--- config.mk ---
export PLATFORM = sky130hd
export DESIGN_NAME = bidao_core
export DESIGN_NICKNAME = d
export VERILOG_FILES = /design/src/common/bidao_pkg.sv /design/src/rtl/bidao_core.sv
export SDC_FILE = /design/constraint.sdc
export NUM_CORES = 1
export LEC_CHECK = 0
export BUFFER_PORTS_ARGS = -buffer_cell sky130_fd_sc_hd__buf_2
export CAP_MARGIN = 20
export CORE_MARGIN = 4
export CORE_UTILIZATION = 58
export CTS_BUF_LIST = sky130_fd_sc_hd__clkbuf_8
export DETAILED_ROUTE_END_ITERATION = 6
export PLACE_DENSITY = 0.84
export SLEW_MARGIN = 25
export SYNTH_ARGS = -nofsm -noshare
export SYNTH_HDL_FRONTEND = slang
export SYNTH_SLANG_ARGS = --single-unit
--- constraint.sdc ---
create_clock -name clk -period 5.2 [get_ports clk]
set_input_delay 0.26 -clock clk [delete_from_list [all_inputs] [get_ports clk]]
set_output_delay 0.26 -clock clk [all_outputs]
set_load 0.1 [all_outputs]
--- src/common/bidao_pkg.sv ---
// shared constants and types for the bit, invert and decimal-adjust datapath
// ---------------------------------------------------------------------------
// What this block does
// - bit clear zeroes one bit, flags untouched
// - watchdog kick restarts count, clears expiry, powerdown
// - invert memory complements byte in place
// - invert to working loads complement, memory kept
// - inverts update null flag only
// - low nibble over 9 or half-carry adds 6
// - high nibble over 9 or overflow adds 6
// - adjustment adds exactly 00H, 06H, 60H or 66H
// - decimal adjust result goes to memory
// - decimal adjust touches only overflow-out flag
// ---------------------------------------------------------------------------
package bidao_pkg;

  // ---------------------------------------------------------------------------
  // bus geometry and register map (byte addresses)
  // ---------------------------------------------------------------------------
  localparam int          ADDR_W       = 8;
  localparam int          DATA_W       = 32;
  localparam int          MEM_DEPTH    = 16;
  localparam int          MEM_AW       = 4;
  localparam logic [7:0]  OFF_CMD      = 8'h00;
  localparam logic [7:0]  OFF_WORK     = 8'h04;
  localparam logic [7:0]  OFF_STATUS   = 8'h08;
  localparam logic [7:0]  OFF_WDCOUNT  = 8'h0C;
  localparam logic [7:0]  OFF_MEM_BASE = 8'h40;
  localparam logic [1:0]  MEM_SEL      = 2'h1;

  // ---------------------------------------------------------------------------
  // command register fields
  // ---------------------------------------------------------------------------
  localparam int CMD_OP_LSB   = 0;
  localparam int CMD_BIT_LSB  = 4;
  localparam int CMD_ADDR_LSB = 8;

  // ---------------------------------------------------------------------------
  // status register bit positions
  // ---------------------------------------------------------------------------
  localparam int ST_ZERO     = 0;
  localparam int ST_HALF     = 1;
  localparam int ST_OVF      = 2;
  localparam int ST_EXPIRY   = 3;
  localparam int ST_PDOWN    = 4;
  localparam int ST_W        = 5;
  localparam logic [4:0] STATUS_RST = 5'h00;

  // ---------------------------------------------------------------------------
  // decimal adjust constants
  // ---------------------------------------------------------------------------
  localparam logic [3:0] NIB_MAX  = 4'h9;
  localparam logic [7:0] ADJ_NONE = 8'h00;
  localparam logic [7:0] ADJ_LOW  = 8'h06;
  localparam logic [7:0] ADJ_HIGH = 8'h60;
  localparam logic [7:0] ADJ_BOTH = 8'h66;

  // ---------------------------------------------------------------------------
  // watchdog default limit and reset values
  // ---------------------------------------------------------------------------
  localparam int          WD_W       = 16;
  localparam logic [15:0] WD_LIMIT   = 16'hFFFF;
  localparam logic [7:0]  WORK_RST   = 8'h00;
  localparam logic [7:0]  MEM_RST    = 8'h00;

  // ---------------------------------------------------------------------------
  // operation codes
  // ---------------------------------------------------------------------------
  typedef enum logic [3:0] {
    OP_NONE        = 4'h0,
    OP_BIT_CLEAR   = 4'h1,
    OP_WD_KICK     = 4'h2,
    OP_INV_MEM     = 4'h3,
    OP_INV_WORK    = 4'h4,
    OP_DEC_ADJUST  = 4'h5
  } bidao_op_e;

  // command word as written by software; field order follows the CMD_*_LSB positions
  typedef struct packed {
    logic [MEM_AW-1:0] memAddr;
    logic              pad;
    logic [2:0]        bitIdx;
    logic [3:0]        opcode;
  } bidao_cmd_s;

  // status flags grouped
  typedef struct packed {
    logic powerdownFlag;
    logic watchdogExpiryFlag;
    logic overflowFlag;
    logic halfCarryFlag;
    logic zeroFlag;
  } bidao_flags_s;

endpackage : bidao_pkg

--- src/rtl/bidao_core.sv ---
// bit clear, watchdog kick, invert and decimal adjust datapath with bus slave
`timescale 1ns/10ps
module bidao_core
  import bidao_pkg::*;
#(
  parameter logic [WD_W-1:0] WD_LIMIT_P = WD_LIMIT
) (
  // clock and reset
  input  wire logic              clk,
  input  wire logic              rst_b,
  // avalon-mm slave
  input  wire logic [ADDR_W-1:0] avs_address,
  input  wire logic              avs_read,
  input  wire logic              avs_write,
  input  wire logic [DATA_W-1:0] avs_writedata,
  output logic      [DATA_W-1:0] avs_readdata,
  output logic                   avs_waitrequest
);

  // ---------------------------------------------------------------------------
  // reset release synchroniser
  // ---------------------------------------------------------------------------
  logic [1:0] rstPipe;
  logic       rstN;

  // async assert, release after two edges
  always_ff @(posedge clk or negedge rst_b) begin
    if (!rst_b) begin
      rstPipe <= 2'b00;
    end else begin
      rstPipe <= {rstPipe[0], 1'b1};
    end
  end

  assign rstN = rstPipe[1];

  // ---------------------------------------------------------------------------
  // state declarations
  // ---------------------------------------------------------------------------
  logic [7:0]        dataMem      [MEM_DEPTH];
  logic [7:0]        next_dataMem [MEM_DEPTH];
  logic [7:0]        workingRegister;
  logic [7:0]        next_workingRegister;
  bidao_flags_s      flags;
  bidao_flags_s      next_flags;
  logic [WD_W-1:0]   watchdogTimer;
  logic [WD_W-1:0]   next_watchdogTimer;
  bidao_cmd_s        lastCmd;
  bidao_cmd_s        next_lastCmd;
  logic              busWait;
  logic              next_busWait;
  logic [DATA_W-1:0] readData;
  logic [DATA_W-1:0] next_readData;

  // ---------------------------------------------------------------------------
  // bus decode
  // ---------------------------------------------------------------------------
  logic              busReq;
  logic              busDone;
  logic              memHit;
  logic [MEM_AW-1:0] busMemIdx;
  bidao_cmd_s        wrCmd;

  // one wait state: request taken while busWait is high, completes next edge
  assign busReq    = avs_read | avs_write;
  assign busDone   = busReq & ~busWait;
  assign memHit    = (avs_address[7:6] == MEM_SEL);
  assign busMemIdx = avs_address[MEM_AW+1:2];
  assign wrCmd     = bidao_cmd_s'(avs_writedata[$bits(bidao_cmd_s)-1:0]);

  // ---------------------------------------------------------------------------
  // operand fetch and decimal adjust arithmetic
  // ---------------------------------------------------------------------------
  logic [7:0] operand;
  logic [7:0] inverted;
  logic [7:0] lowFixed;
  logic [7:0] adjConst;
  logic [7:0] adjusted;
  logic       addLow;
  logic       addHigh;

  // operand is the byte named by the command being written
  assign operand  = dataMem[wrCmd.memAddr];
  assign inverted = ~operand;

  // adjust constant; high test sees the original nibble and the nibble after
  // the low fix, so a carry out of the low nibble is not missed
  always_comb begin
    addLow   = (workingRegister[3:0] > NIB_MAX) | flags.halfCarryFlag;
    lowFixed = addLow ? workingRegister + ADJ_LOW : workingRegister;
    addHigh  = (workingRegister[7:4] > NIB_MAX) | (lowFixed[7:4] > NIB_MAX)
             | flags.overflowFlag;
    unique case ({addHigh, addLow})
      2'b00:   adjConst = ADJ_NONE;
      2'b01:   adjConst = ADJ_LOW;
      2'b10:   adjConst = ADJ_HIGH;
      default: adjConst = ADJ_BOTH;
    endcase
    adjusted = workingRegister + adjConst;
  end

  // ---------------------------------------------------------------------------
  // next state of memory, working register, flags and watchdog
  // ---------------------------------------------------------------------------
  always_comb begin
    next_dataMem         = dataMem;
    next_workingRegister = workingRegister;
    next_flags           = flags;
    next_lastCmd         = lastCmd;
    next_watchdogTimer   = watchdogTimer;

    // free-running watchdog; reaching the limit raises the expiry flag
    if (watchdogTimer == WD_LIMIT_P) begin
      next_watchdogTimer       = '0;
      next_flags.watchdogExpiryFlag = 1'b1;
    end else begin
      next_watchdogTimer = watchdogTimer + 1'b1;
    end

    if (busDone && avs_write) begin
      if (memHit) begin
        next_dataMem[busMemIdx] = avs_writedata[7:0];
      end else begin
        unique case (avs_address)
          OFF_WORK: begin
            next_workingRegister = avs_writedata[7:0];
          end
          OFF_STATUS: begin
            // a limit hit in the same cycle still sets expiry: set beats clear
            next_flags                    = bidao_flags_s'(avs_writedata[ST_W-1:0]);
            next_flags.watchdogExpiryFlag = avs_writedata[ST_EXPIRY] | (watchdogTimer == WD_LIMIT_P);
          end
          OFF_CMD: begin
            next_lastCmd = wrCmd;
            unique case (wrCmd.opcode)
              OP_BIT_CLEAR: begin
                // flags left alone
                next_dataMem[wrCmd.memAddr][wrCmd.bitIdx] = 1'b0;
              end
              OP_WD_KICK: begin
                // kick restarts the count, so no expiry can land this cycle
                next_watchdogTimer            = '0;
                next_flags.watchdogExpiryFlag = 1'b0;
                next_flags.powerdownFlag      = 1'b0;
              end
              OP_INV_MEM: begin
                next_dataMem[wrCmd.memAddr] = inverted;
                next_flags.zeroFlag         = (inverted == 8'h00);
              end
              OP_INV_WORK: begin
                next_workingRegister = inverted;
                next_flags.zeroFlag  = (inverted == 8'h00);
              end
              OP_DEC_ADJUST: begin
                next_dataMem[wrCmd.memAddr] = adjusted;
                next_flags.overflowFlag     = addHigh;
              end
              default: begin
                next_lastCmd = wrCmd;
              end
            endcase
          end
          default: begin
            next_lastCmd = lastCmd;
          end
        endcase
      end
    end
  end

  // register the datapath state
  always_ff @(posedge clk or negedge rstN) begin
    if (!rstN) begin
      for (int i = 0; i < MEM_DEPTH; i++) begin
        dataMem[i] <= MEM_RST;
      end
      workingRegister <= WORK_RST;
      flags           <= bidao_flags_s'(STATUS_RST);
      watchdogTimer   <= '0;
      lastCmd         <= '0;
    end else begin
      dataMem         <= next_dataMem;
      workingRegister <= next_workingRegister;
      flags           <= next_flags;
      watchdogTimer   <= next_watchdogTimer;
      lastCmd         <= next_lastCmd;
    end
  end

  // ---------------------------------------------------------------------------
  // bus handshake and read data
  // ---------------------------------------------------------------------------
  always_comb begin
    next_busWait  = 1'b1;
    next_readData = readData;
    if (busReq && busWait) begin
      next_busWait  = 1'b0;
      next_readData = '0;
      // unmapped addresses read as zero
      if (memHit) begin
        next_readData[7:0] = dataMem[busMemIdx];
      end else begin
        unique case (avs_address)
          OFF_CMD:     next_readData[$bits(bidao_cmd_s)-1:0] = lastCmd;
          OFF_WORK:    next_readData[7:0]      = workingRegister;
          OFF_STATUS:  next_readData[ST_W-1:0] = flags;
          OFF_WDCOUNT: next_readData[WD_W-1:0] = watchdogTimer;
          default:     next_readData           = '0;
        endcase
      end
    end
  end

  // waitrequest resets high so no access completes during reset
  always_ff @(posedge clk or negedge rstN) begin
    if (!rstN) begin
      busWait  <= 1'b1;
      readData <= '0;
    end else begin
      busWait  <= next_busWait;
      readData <= next_readData;
    end
  end

  assign avs_waitrequest = busWait;
  assign avs_readdata    = readData;

endmodule : bidao_core

==> metrics.txt <==
fin. max-slew vios 0; Synth top cells by count nand2_1, dfrtp_1, o21ai_0, nor2_1, a21oi_1; CTS resizes 0; dpl hpwl 28.7 mm; clk_lat worst skew 0.48 ns; R2R setup slack 1.97 ns; cell breakdown of the critical path o21ai_0, nand2b_1, ha_1, fa_1, a41o_1, a21oi_1, nor3b_1, o31ai_4, o2111ai_1, o21a_1; Post-synth EDFFs 0; CP Launch Type flip-flop; setup ws final 1.97 ns; Async SR Flop Fraction 1.00; Row Count 53; cell taking the most area after synthesis dfrtp_1; H-tree depth 4; pwr/cell area 240 mW/mm^2; P&R area growth vs syn 5.57%; # IOs 77; Min-Delay Path Class in2async; Final GP Congestion 0.982; Die Height 154 um; Clock Root Buffer clkbuf_8; Vias/cell 7.42; Initial Utilization 0.588; grt ovf 0; vias 11800; synth unique cells 66; antenna-violating nets left 0; P_leak 5.06 nW; # diodes 0; Port Buffers 40; adder-cell share of the synthesized area 0.00668; Data arrival, critical path 3.60 ns; post-CTS setup buffer count 0; VDD IR max 0.179 mV; wire per inst 26.1 um; Clock Sink Count 188; Mapped Avg Cell Area 9.32 um^2; Final Hold Vio Count 0; Worst path max stage delay 0.68 ns; Filler Cell Count 1703; Residual DRC 1; dpl ws 1.61 ns; First-pass DRT Iterations 7; Primary FF master, synth dfrtp_1; Die Wd 154 um; Slowest-stage cell, CP o31ai_4; synth warn 0; Hold Slack 0.0663 ns; clock buffers created by TritonCTS 17; clock skew 0.0194 ns; failing checks DRC; worst r2r src workingRegister[2]; core region area 0.0210 mm^2; maximum achievable frequency 310 MHz; RSZ-0062 raised after global routing false; mux share of post-synthesis cell area 0.159; pin count of the biggest net entering global routing 187; CTS tree done; Area contributors post-synth dfrtp_1, mux4_2, o21ai_0, nand2_1, o211ai_1; Sum Neg Setup Slack 0 ns; top-count cell post-synth nand2_1; initial antenna violation count 0; kind of end point of the critical path flip-flop; post-synthesis sequential element count 188; clk slew on worst S/H paths 0.12 ns; Critical Path Fanout Max 16; post-synthesis compound-gate area fraction 0.248; drt initial violations 2314; required time at the worst-slack endpoint 5.58 ns; largest family of logic cells by synthesized area compound AO/OA/AOI/OAI gates; Mapped Area 0.0124 mm^2; post-synth top area share 0.378; Worst Tran Pin Value 1.10 ns; Slew headroom 0.265; max-cap check violation count 0; worst setup path class reg2reg; path depth of the worst reg2reg path 10; Max Root-Sink Buffers 2; Hold Buf Count CTS 1; reg-to-reg endpoint dataMem[127]; Synth Instances 1327; Finished Core Util 0.621; Synth Area in Simple Gates 0.145; share of cells above drive strength 1 0.167; total wire length 41.6 mm; die area 0.0237 mm^2; status finished, violations left; Final setup violation count 0; post-synthesis sequential area ratio 0.380; xor/xnor share of the synthesized area 0.0135; final worst-path cycle share 0.621; Total GRT Usage 0.348; number of global-route vias before repair 11600; first-pass GRT wire length 65.1 mm; post-route minimum period 3.23 ns; Post-layout nets 1358
[state kept, by name, summed over array words and instances (netlist names)]
register         cells
avs_waitrequest      1
watchdogTimer       16
avs_readdata        16
rstPipe              2
workingRegister      8
lastCmd             12
dataMem            128
flags                5
[through the flow]
step                      total power, W  std cells  area (um^2)
after floorplan                  0.00198       1342        12400
after global placement           0.00210       1562        12600
after detailed placement         0.00212       1562        12600
after CTS                        0.00310       1595        13000
after global routing             0.00322       1596        13100
final                            0.00313       1596        13100
[layout make-up]
class | instances | area, um^2 | share of cell area
multi-input combinational | 1031 | 7170 | 0.549
sequential | 188 | 4710 | 0.361
timing repair buffer | 64 | 415 | 0.0318
tap | 275 | 344 | 0.0264
clock buffer | 18 | 248 | 0.0190
clock inverter | 14 | 145 | 0.0111
inverter | 6 | 22.5 | 0.00172
[worst max-delay path, delay by kind of cell (launching register included)]
family | cells | cell delay (ns)
DFF | 1 | 0.47
adders and majority gates | 2 | 0.70
AOI/OAI and AO/OA | 6 | 1.70
and+or+nand+nor | 2 | 0.25
[logic make-up after synthesis]
| family | after synthesis |
|---|---|
| buf+inv | 123 |
| flops | 188 |
| xor+xnor | 19 |
| fa+ha+maj | 6 |
| other cells | 2 |
| compound gates | 482 |
| mux | 102 |
| simple gates | 405 |
[per-layer routing]
metal,global-route usage,part of all wire
met1,0.439,0.34
met2,0.541,0.46
met3,0.105,0.15
met4,0.185,0.059
met5,0,0
[worst max path at each step]
| stage | start | endpoint | slack [ns] | cells past startpoint |
|---|---|---|---|---|
| floorplan | rstPipe[1] | avs_readdata[0] | 2.10 | 0 |
| global placement | avs_address[6] | dataMem[81] | 1.74 | 6 |
| detailed placement | avs_address[6] | dataMem[72] | 1.61 | 7 |
| CTS | workingRegister[2] | dataMem[127] | 2.04 | 10 |
| global route | workingRegister[2] | dataMem[127] | 1.86 | 10 |
| finish | workingRegister[2] | dataMem[127] | 1.97 | 10 |
[placed cells by master, fill, tap and decap left out, types with 4 or more instances in the layout]
| cell | synthesis | routed |
|---|---|---|
| nand4_1 | 5 | 5 |
| o21a_1 | 10 | 10 |
| nand2_1 | 212 | 212 |
| nand3_1 | 18 | 18 |
| a222oi_1 | 4 | 4 |
| and2_1 | 5 | 5 |
| mux2_2 | 24 | 24 |
| conb_1 | 2 | 17 |
| nor2b_1 | 12 | 11 |
| a21oi_1 | 90 | 90 |
| inv_6 | 0 | 5 |
| o21ai_2 | 5 | 5 |
| nor3_1 | 12 | 12 |
| xor2_1 | 8 | 8 |
| xnor2_1 | 11 | 11 |
| a21o_1 | 12 | 12 |
| buf_4 | 21 | 21 |
| mux4_2 | 73 | 73 |
| a22o_1 | 10 | 10 |
| inv_1 | 6 | 6 |
| a22oi_1 | 42 | 42 |
| a31oi_1 | 6 | 6 |
| nand2b_1 | 9 | 8 |
| a221o_1 | 29 | 29 |
| o31ai_1 | 6 | 6 |
| ha_1 | 5 | 5 |
| dfrtp_1 | 187 | 186 |
| o211ai_1 | 65 | 65 |
| nor2_2 | 5 | 5 |
| clkbuf_8 | 0 | 18 |
| mux2i_1 | 5 | 5 |
| and3_1 | 8 | 8 |
| o21ai_0 | 183 | 183 |
| buf_2 | 21 | 40 |
| nor2_1 | 97 | 97 |
[where the power goes]
part	internal [W]	total (W)	switching [W]	leakage, nW
sequential	0.00152	0.00158	0.0000612	2.58
clock	0.000410	0.00101	0.000605	0.197
combinational	0.000163	0.000537	0.000375	2.28
total	0.00209	0.00313	0.00104	5.06
No activity file was read; power rests on OpenSTA's default activity.
